**config.mk**
```make
export PLATFORM = sky130hd
export DESIGN_NAME = system_power_mode_controller
export DESIGN_NICKNAME = d
export VERILOG_FILES = /design/src/pwr_mode_pkg.sv /design/src/entry_timer.sv /design/src/system_power_mode_controller.sv
export VERILOG_INCLUDE_DIRS = /design/src /design/src/src
export SDC_FILE = /design/constraint.sdc
export NUM_CORES = 1
export LEC_CHECK = 0
export BUFFER_PORTS_ARGS = -buffer_cell sky130_fd_sc_hd__buf_4
export CAP_MARGIN = 20
export CORE_UTILIZATION = 25
export CTS_BUF_LIST = sky130_fd_sc_hd__clkbuf_4 sky130_fd_sc_hd__clkbuf_8
export DETAILED_ROUTE_END_ITERATION = 10
export GPL_TIMING_DRIVEN = 0
export PLACE_DENSITY_LB_ADDON = 0.1
export RECOVER_POWER = 50
export SETUP_SLACK_MARGIN = 0.1
export SYNTH_ARGS = -nofsm -noshare
export SYNTH_HDL_FRONTEND = slang
export SYNTH_SLANG_ARGS = --single-unit
```
**constraint.sdc**
```tcl
create_clock -name i_mclk -period 4.22 [get_ports i_mclk]
set_input_delay 0.633 -clock i_mclk [delete_from_list [all_inputs] [get_ports i_mclk]]
set_output_delay 0.633 -clock i_mclk [all_outputs]
set_load 0.01 [all_outputs]
```
**src/pwr_mode_cfg.svh**
```systemverilog
// register offsets, field positions, reset values and timing counts
`ifndef PWR_MODE_CFG_SVH
`define PWR_MODE_CFG_SVH
`define OFS_PROT 2'h0
`define OFS_CTRL 2'h1
`define OFS_SUB 2'h2
`define OFS_STAT 2'h3
`define OFS_IRQ_STAT 3'h4
`define OFS_IRQ_MASK 3'h5
`define PROT_AVLP 5
`define PROT_ALLOW_LEAKAGE_STOP 3
`define PROT_ALLOW_DEEPEST_STOPS 1
`define PROT_RST 8'h00
`define CTRL_RST 8'h00
`define SUB_RST 8'h00
`define CTRL_WMASK 8'hE7
`define CTRL_RMASK 8'hEF
`define SUB_WMASK 8'h17
`define SUB_RAM2 4
`define STOP_KIND_SELECT_NORMAL 3'h0
`define STOP_KIND_SELECT_VERY_LOW_POWER_STOP 3'h2
`define STOP_KIND_SELECT_LLS 3'h3
`define STOP_KIND_SELECT_VLLS 3'h4
`define RUN_KIND_SELECT_VERY_LOW_POWER_RUN 2'h2
`define STAT_RUN 8'h01
`define STAT_STOP 8'h02
`define STAT_VERY_LOW_POWER_RUN 8'h04
`define STAT_VERY_LOW_POWER_WAIT 8'h08
`define STAT_VERY_LOW_POWER_STOP 8'h10
`define STAT_LLS 8'h20
`define STAT_VLLS 8'h40
`define STAT_WAIT 8'h80
`define ENTRY_NS 160
`define ENTRY_CYC (((`ENTRY_NS) + 39) / 40)
`endif

```
**src/pwr_mode_pkg.sv**
```systemverilog
// types shared by the power mode controller
package pwr_mode_pkg;
   typedef enum logic [5:0]
   {
      ST_RUN = 6'b00_0001,
      ST_WAIT = 6'b00_0010,
      ST_ENTRY = 6'b00_0100,
      ST_STOP = 6'b00_1000,
      ST_EMUL = 6'b01_0000,
      ST_VERY_LOW_POWER_WAIT = 6'b10_0000
   } mode_state_t;
   typedef logic [7:0] byte_t;
endpackage

```
**src/entry_timer.sv**
```systemverilog
// countdown timer pacing the stop entry sequence
`timescale 1ns/1ps
`include "pwr_mode_cfg.svh"
module entry_timer
(
   input wire logic i_mclk, // system clock
   input wire logic i_rstn, // async reset, active low
   input wire logic i_start, // load the count
   input wire logic i_clear, // abandon the count
   output logic o_done // one-cycle pulse at expiry
);
   typedef struct packed
   {
      logic [7:0] cnt;
      logic busy;
      logic done;
   } tmr_t;
   tmr_t s_q;
   tmr_t s_d;
   always_comb
   begin
      s_d = s_q;
      s_d.done = 1'b0;
      if (i_clear)
      begin
         s_d.busy = 1'b0;
      end
      else if (i_start)
      begin
         s_d.busy = 1'b1;
         s_d.cnt = 8'(`ENTRY_CYC - 1);
      end
      else if (s_q.busy)
      begin
         if (s_q.cnt == 8'h00)
         begin
            s_d.busy = 1'b0;
            s_d.done = 1'b1;
         end
         else
         begin
            s_d.cnt = s_q.cnt - 8'h01;
         end
      end
   end
   always_ff @(posedge i_mclk or negedge i_rstn)
   begin
      if (!i_rstn)
      begin
         s_q <= '0;
      end
      else
      begin
         s_q <= s_d;
      end
   end
   assign o_done = s_q.done;
endmodule

```
**src/system_power_mode_controller.sv**
```systemverilog
// system power mode controller: protection, mode select, stop entry
//
// The implementer's own choice: the plain strobed port.
`timescale 1ns/1ps
`include "pwr_mode_cfg.svh"
// Functional notes
// mode protection takes only the first write after each reset.
// the three-bit stop kind select picks the stop entered on deep sleep.
// codes 000 stop, 010 very_low_power_stop, 011 lls, 100 vlls; others reserved.
// a stop kind write is dropped unless its protection bit is set.
// a successful protection write clears the stop kind select.
// under vlls the submode field picks 001, 010 or 011; others reserved.
// interrupt or reset during stop entry aborts to run and sets a flag; here only a pending interrupt sets the flag, reset clears it.
// the status register reports the current power mode.
// the ram part two bit keeps ram partition 2 powered in deepest_stop_two.
// one allow bit governs all very low leakage submodes.
// software sets protection, then stop kind, then submode for vlls.
// software writes protection at init to allow only needed modes.
// debug stays available in run, wait, very_low_power_run and very_low_power_wait.
// with a debugger, stop or very_low_power_stop becomes an emulated stop.
// very low power run and wait are supported.
// status reads 04 in very low power run.
// control bit 4 reads zero and ignores writes; control resets to 0.
module system_power_mode_controller
(
   input wire logic i_mclk, // 25 MHz system clock
   input wire logic i_rstn, // async reset, active low
   input wire logic [2:0] i_addr, // register index
   input wire pwr_mode_pkg::byte_t i_wdata, // write data
   input wire logic i_wr, // write strobe
   input wire logic i_rd, // read strobe
   output pwr_mode_pkg::byte_t o_rdata, // read data, cycle after i_rd
   input wire logic i_sleep, // core sleep request pulse
   input wire logic i_deep_sleep_request_bit, // core deep sleep bit
   input wire logic i_irq_pending, // any pending core interrupt
   input wire logic i_wake, // wakeup from stop
   input wire logic i_dbg_attached, // debugger present
   output logic o_stop_active, // device in a real stop mode
   output logic [2:0] o_stop_kind, // stop kind being applied
   output logic [2:0] o_submode, // leakage submode being applied
   output logic o_ram_part_two_power, // keep ram partition 2 powered
   output logic o_dbg_avail, // debug operation allowed
   output logic o_irq // level interrupt
);
   import pwr_mode_pkg::*;

   typedef struct packed
   {
      mode_state_t st;
      byte_t prot;
      byte_t ctrl;
      byte_t sub;
      logic prot_done;
      byte_t rdata;
      logic [1:0] ev;
      logic [1:0] mask;
   } ctl_t;

   ctl_t s_q;
   ctl_t s_d;
   logic entry_done;
   logic start_entry;
   logic abort;
   logic [2:0] new_stop_kind_select;
   logic stop_kind_select_ok;
   logic kind_emul;
   byte_t stat;

   entry_timer u_timer
   (
      .i_mclk(i_mclk),
      .i_rstn(i_rstn),
      .i_start(start_entry),
      .i_clear(abort),
      .o_done(entry_done)
   );

   // protection check for a proposed stop kind
   always_comb
   begin
      new_stop_kind_select = i_wdata[2:0];
      case (new_stop_kind_select)
         `STOP_KIND_SELECT_NORMAL: stop_kind_select_ok = 1'b1;
         `STOP_KIND_SELECT_VERY_LOW_POWER_STOP: stop_kind_select_ok = s_q.prot[`PROT_AVLP];
         `STOP_KIND_SELECT_LLS: stop_kind_select_ok = s_q.prot[`PROT_ALLOW_LEAKAGE_STOP];
         `STOP_KIND_SELECT_VLLS: stop_kind_select_ok = s_q.prot[`PROT_ALLOW_DEEPEST_STOPS];
         default: stop_kind_select_ok = 1'b0;
      endcase
   end

   // debugger turns stop and very_low_power_stop into an emulated stop
   assign kind_emul = i_dbg_attached &&
      (s_q.ctrl[2:0] == `STOP_KIND_SELECT_NORMAL || s_q.ctrl[2:0] == `STOP_KIND_SELECT_VERY_LOW_POWER_STOP);
   assign start_entry = i_sleep && i_deep_sleep_request_bit &&
      (s_q.st == ST_RUN) && !kind_emul;
   assign abort = (s_q.st == ST_ENTRY) && i_irq_pending;

   always_comb
   begin
      case (s_q.st)
         ST_RUN: stat = (s_q.ctrl[6:5] == `RUN_KIND_SELECT_VERY_LOW_POWER_RUN) ? `STAT_VERY_LOW_POWER_RUN
            : `STAT_RUN;
         ST_WAIT: stat = `STAT_WAIT;
         ST_VERY_LOW_POWER_WAIT: stat = `STAT_VERY_LOW_POWER_WAIT;
         ST_EMUL: stat = `STAT_STOP;
         ST_STOP:
         begin
            case (s_q.ctrl[2:0])
               `STOP_KIND_SELECT_VERY_LOW_POWER_STOP: stat = `STAT_VERY_LOW_POWER_STOP;
               `STOP_KIND_SELECT_LLS: stat = `STAT_LLS;
               `STOP_KIND_SELECT_VLLS: stat = `STAT_VLLS;
               default: stat = `STAT_STOP;
            endcase
         end
         default: stat = `STAT_RUN;
      endcase
   end

   always_comb
   begin
      s_d = s_q;
      s_d.rdata = 8'h00;
      if (i_wr)
      begin
         case (i_addr)
            {1'b0, `OFS_PROT}:
            begin
               if (!s_q.prot_done)
               begin
                  s_d.prot = i_wdata;
                  s_d.prot_done = 1'b1;
                  s_d.ctrl[2:0] = `STOP_KIND_SELECT_NORMAL;
               end
            end
            {1'b0, `OFS_CTRL}:
            begin
               s_d.ctrl[7:5] = i_wdata[7:5];
               if (stop_kind_select_ok)
               begin
                  s_d.ctrl[2:0] = new_stop_kind_select;
               end
            end
            {1'b0, `OFS_SUB}: s_d.sub = i_wdata & `SUB_WMASK;
            `OFS_IRQ_MASK: s_d.mask = i_wdata[1:0];
            default: ;
         endcase
      end
      if (i_rd)
      begin
         case (i_addr)
            {1'b0, `OFS_PROT}: s_d.rdata = s_q.prot;
            // aborted flag is read-only but must stay visible
            {1'b0, `OFS_CTRL}: s_d.rdata = s_q.ctrl & `CTRL_RMASK;
            {1'b0, `OFS_SUB}: s_d.rdata = s_q.sub;
            {1'b0, `OFS_STAT}: s_d.rdata = stat;
            `OFS_IRQ_STAT:
            begin
               s_d.rdata = {6'h00, s_q.ev};
               s_d.ev = 2'b00;
            end
            `OFS_IRQ_MASK: s_d.rdata = {6'h00, s_q.mask};
            default: s_d.rdata = 8'h00;
         endcase
      end
      case (s_q.st)
         ST_RUN:
         begin
            if (i_sleep && i_deep_sleep_request_bit)
            begin
               s_d.st = kind_emul ? ST_EMUL : ST_ENTRY;
               s_d.ctrl[3] = 1'b0;
            end
            else if (i_sleep)
            begin
               s_d.st = (s_q.ctrl[6:5] == `RUN_KIND_SELECT_VERY_LOW_POWER_RUN) ? ST_VERY_LOW_POWER_WAIT
                  : ST_WAIT;
            end
         end
         ST_ENTRY:
         begin
            if (abort)
            begin
               s_d.st = ST_RUN;
               s_d.ctrl[3] = 1'b1;
               s_d.ev[0] = 1'b1;
            end
            else if (entry_done)
            begin
               s_d.st = ST_STOP;
            end
         end
         ST_STOP, ST_EMUL, ST_WAIT, ST_VERY_LOW_POWER_WAIT:
         begin
            if (i_wake)
            begin
               s_d.st = ST_RUN;
               s_d.ev[1] = 1'b1;
            end
         end
         default: s_d.st = ST_RUN;
      endcase
   end

   always_ff @(posedge i_mclk or negedge i_rstn)
   begin
      if (!i_rstn)
      begin
         s_q.st <= ST_RUN;
         s_q.prot <= `PROT_RST;
         s_q.ctrl <= `CTRL_RST;
         s_q.sub <= `SUB_RST;
         s_q.prot_done <= 1'b0;
         s_q.rdata <= 8'h00;
         s_q.ev <= 2'b00;
         s_q.mask <= 2'b00;
      end
      else
      begin
         s_q <= s_d;
      end
   end

   assign o_rdata = s_q.rdata;
   assign o_stop_active = (s_q.st == ST_STOP);
   assign o_stop_kind = s_q.ctrl[2:0];
   assign o_submode = s_q.sub[2:0];
   assign o_ram_part_two_power = s_q.sub[`SUB_RAM2];
   assign o_dbg_avail = (s_q.st == ST_RUN) || (s_q.st == ST_WAIT) ||
      (s_q.st == ST_VERY_LOW_POWER_WAIT);
   assign o_irq = |(s_q.ev & s_q.mask);

   AST_PROT_ONCE: assert property (@(posedge i_mclk) disable iff (!i_rstn)
      s_q.prot_done |=> $stable(s_q.prot))
      else $error("protection changed after first write");
   AST_STOP_KIND_SELECT_BLOCK: assert property (@(posedge i_mclk) disable iff (!i_rstn)
      (i_wr && i_addr == 3'h1 && !stop_kind_select_ok && !s_q.prot_done == 1'b0)
      |=> o_stop_kind == $past(o_stop_kind))
      else $error("blocked stop kind write took effect");
   AST_PROT_CLR: assert property (@(posedge i_mclk) disable iff (!i_rstn)
      (i_wr && i_addr == 3'h0 && !s_q.prot_done) |=> o_stop_kind == 3'h0)

      else $error("stop kind not cleared by protection write");
   AST_ABORT: assert property (@(posedge i_mclk) disable iff (!i_rstn)
      abort |=> s_q.st == ST_RUN && s_q.ctrl[3])
      else $error("abort did not return to run with flag");
   AST_VERY_LOW_POWER_RUN_STAT: assert property (@(posedge i_mclk) disable iff (!i_rstn)
      (i_rd && i_addr == 3'h3 && s_q.st == ST_RUN && s_q.ctrl[6:5] == 2'h2)
      |=> o_rdata == 8'h04)
      else $error("status not 04 in very_low_power_run");
   AST_BIT4: assert property (@(posedge i_mclk) disable iff (!i_rstn)
      (i_rd && i_addr == 3'h1) |=> !o_rdata[4])
      else $error("control bit 4 read as one");
   AST_EMUL: assert property (@(posedge i_mclk) disable iff (!i_rstn)
      (i_sleep && i_deep_sleep_request_bit && s_q.st == ST_RUN && kind_emul)
      |=> s_q.st == ST_EMUL && !o_stop_active)
      else $error("debugger stop not emulated");
   AST_ENTRY_TIME: assert property (@(posedge i_mclk) disable iff (!i_rstn)
      (start_entry && !i_irq_pending) ##1 (!i_irq_pending)[*5]
      |=> o_stop_active)
      else $error("stop not reached after entry time");
   AST_DBG: assert property (@(posedge i_mclk) disable iff (!i_rstn)
      o_stop_active |-> !o_dbg_avail)
      else $error("debug available in real stop");
   AST_RAM2: assert property (@(posedge i_mclk) disable iff (!i_rstn)
      o_ram_part_two_power == s_q.sub[4])
      else $error("ram power output mismatch");
   COV_STOP: cover property (@(posedge i_mclk) o_stop_active);
   COV_ABORT: cover property (@(posedge i_mclk) abort);
   COV_EMUL: cover property (@(posedge i_mclk) s_q.st == ST_EMUL);
   COV_VERY_LOW_POWER_WAIT: cover property (@(posedge i_mclk) s_q.st == ST_VERY_LOW_POWER_WAIT);
endmodule

```
==> flow_summary.toml <==
[placement]
dp_hpwl_mm = 5.008
post-place-cells = 430
dp_slack_ns = 1.595
gp_congestion = 0.7542
io_buffers = 35

[routing]
dr.pass1.iters = 4
drc = 0
dr_wl_met3_um = 165
routed-via-count = 2101
routed_wl_mm = 6.760
routed_via_density = 4.797
ant_nets = 0
wirelength_met1_mm = 3.351
top_layer = "met4"
routedWlPerCell_um = 15.43
route.met2.wl_mm = 3.166
drt_iter0_markers = 34

[critical_path]
rr_endpoint = "o_rdata[2]$_DFF_PN0_"
crit_type = "input port to asynchronous set/reset pin"
worst-path-buf-inv = 1
worstSetupEndpoint = "o_submode[1]$_DFFE_PN0P_"
critPathLaunch = "i_rstn"
ff2ff_setup_slack_ns = 1.85
cp_slowest_cell = "clkbuf_1"
worst-path-max-fanout = 48
worstRegToRegCells = 5
critical-path-max-stage-delay_ns = 1.88
critPathTopFamily = "buffers and inverters"
path_cells = "clkbuf_1"
rr_startpoint = "s_q[37]$_DFFE_PN1P_"
crit_path_start_kind = "input port"
cp.depth = 1
worstPathRequired_ns = 4.07
crit_path_end_kind = "asynchronous set/reset pin"
cp.arrival_ns = 2.56

[yosys]
synthTopCellsByCount = "47 x dfrtp_1, 20 x mux2_2, 15 x nand2_1, 14 x buf_4"
synth.most_common_cell = "dfrtp_1"
syn_inst = 259
synthArstFlopShare_pct = 100.0
synth_top_area_share_pct = 44.26
syn_area_sq_um = 2658
syn_avg_cell_area_sq_um = 10.26
synthTopCellsByArea = "dfrtp_1 44%, mux2_2 8.5%, buf_4 4.0%, mux2i_1 2.3%, nand2_1 2.1%"
ys_seq_area_share_pct = 45.24
ys_seq_elements = 48
yosys_warnings = 0
ys_dominant_reg_cell = "dfrtp_1"
synth_top_area_cell = "dfrtp_1"
synth_edf_count = 0
syn_nets = 280
synth.distinct_cells = 55

[timing]
final-setup-viol-count = 0
fmax_ghz = 0.3692
relSlewSlack_pct = -81.17
fin_crit_ns = 2.709
final.setup.worst_slack_ns = 1.511
tightest_slew_ns = 2.718
slew_violations = 49
setup_tns_ns = 0
fin_crit_sh_pct = 64.19
finalHoldViolations = 0
fin_worst_skew_ns = 0.008798
grt_setup_unrepaired = "false"

[clocking]
insertion_delay_ns = 0.31
cts_hold_buf = 0
numCtsBuffers = 5
clock_path_buffers = 2
h-tree-depth = 2
clk_transition_reported_paths_ns = 0.09
cts-resized-gates = 0
cts_root_buffer = "clkbuf_8"
cts_tree = "done"
postCtsSetupBuffers = 0
clkSinkCount = 48

[global_route]
grt_pass1_vias = 2105
grt_start_max_net_pins = 49
grt_overflow = 0
grt_use_total_pct = 13.33
antenna_found_initial = 0
grt_pass1_wl_mm = 11.33

[layout]
ff_latch_area_sq_um = 1202
multi_input_area_sq_um = 1266
fillCellCount = 1100
diodes = 0
final_nets = 322
syn_to_final_growth_pct = 19.59
fin_cells = 438
drive_above_1_share_pct = 26.16
fin_util_pct = 30.78

[floorplan]
io_pins = 38
std_cell_rows = 37
start_util_pct = 25.74
dieArea_sq_um = 11050
die_width_um = 105.1
core_area_sq_um = 10320
die_h_um = 105.1

[run_status]
run_status = "finished with violations"
violations = "capacitance limit, slew limit"

[power]
power.density_nw_per_um2 = 494.5
leakage_nw = 1.392
vdd_drop_max_uv = 139.9

[worst_hold_path]
worstHoldPathType = "register to register"

[flow_run]
cap_violations = 1
[power by group]
group	leakage [nW]	internal, mW	switching [mW]
Sequential	0.622	0.557	0.0777
Combinational	0.709	0.259	0.313
Clock	0.0614	0.194	0.171
Total	1.39	1.01	0.562
[cell usage in the layout, fill, tap and decap left out, drive strengths merged, types with 2 or more instances in the layout]
cell type	Yosys	routed
a21oi	11	11
a22o	2	2
a31oi	3	3
and2	2	2
and4b	2	2
buf	16	42
clkbuf	11	26
dfrtp	47	47
inv	9	9
mux2	20	20
mux2i	6	6
mux4	2	2
nand2	15	15
nand2b	4	4
nand3	6	6
nand3b	5	5
nand4b	2	2
nor2	9	9
nor2b	8	8
nor3	8	8
nor3b	3	3
nor4	9	9
nor4b	3	3
o211ai	4	4
o21ai	13	13
o31a	2	2
o31ai	7	7
or2	2	2
or3	3	3
or4	7	7
or4b	2	2
xor2	2	2
[area by class of cell]
type | count | share of cell area (%)
clock buffer | 6 | 2.598
multi-input combinational | 175 | 39.84
buffer | 27 | 4.882
timing repair buffer | 35 | 7.205
clock inverter | 2 | 1.220
tap | 136 | 5.354
inverter | 9 | 1.063
sequential | 48 | 37.83
[routing by layer]
| layer | GRT usage (%) | up-vias |
|---|---|---|
| met4 | 3.924 | 0 |
| met5 | 0 | - |
| li1 | - | 1033 |
| met1 | 17.88 | 1042 |
| met2 | 21.52 | 21 |
| met3 | 2.807 | 5 |
[through the flow]
stage / hold slack, ns / total power, mW / cell area [sq um]
3_3_place_gp: 0.4558 / 1.229 / 3090
3_5_place_dp: 0.4620 / 1.227 / 3090
2_1_floorplan: 0.3374 / 1.032 / 2658
5_1_grt: 0.5147 / 1.688 / 3178
6_report: 0.4824 / 1.572 / 3178
4_1_cts: 0.3683 / 1.596 / 3212
[cells by family (layout without fill, tap and decap cells)]
kind of cell,Yosys count,count (layout),synth area share (%)
flip-flops,48,48,45.25
multiplexers,28,28,12.43
AND/OR/NAND/NOR,94,94,21.70
adder cells (fa/ha/maj),1,1,0.4707
buffers and inverters,36,79,7.109
XOR/XNOR,2,2,0.6593
AO/OA/AOI/OAI,50,50,12.38
[registers in the layout, summed over array words and instances, names as in the netlist]
name / flops
s_q: 23
o_submode: 3
o_rdata: 8
u_timer.s_q: 9
o_stop_kind: 3
o_ram_part_two_power: 1
u_timer.o_done: 1
[worst min-delay path by stage]
| stage | start | end | slack, ns | cells after the start |
|---|---|---|---|---|
| 2_1_floorplan | i_rstn | o_ram_part_two_power$_DFFE_PN0P_ | 0.34 | 0 |
| 3_3_place_gp | s_q[12]$_DFFE_PN0P_ | s_q[12]$_DFFE_PN0P_ | 0.46 | 2 |
| 3_5_place_dp | s_q[12]$_DFFE_PN0P_ | s_q[12]$_DFFE_PN0P_ | 0.46 | 2 |
| 4_1_cts | i_rstn | u_timer.o_done$_DFF_PN0_ | 0.37 | 1 |
| 5_1_grt | s_q[12]$_DFFE_PN0P_ | s_q[12]$_DFFE_PN0P_ | 0.51 | 2 |
| 6_report | s_q[12]$_DFFE_PN0P_ | s_q[12]$_DFFE_PN0P_ | 0.48 | 2 |
No activity file was read; power rests on OpenSTA's default activity.
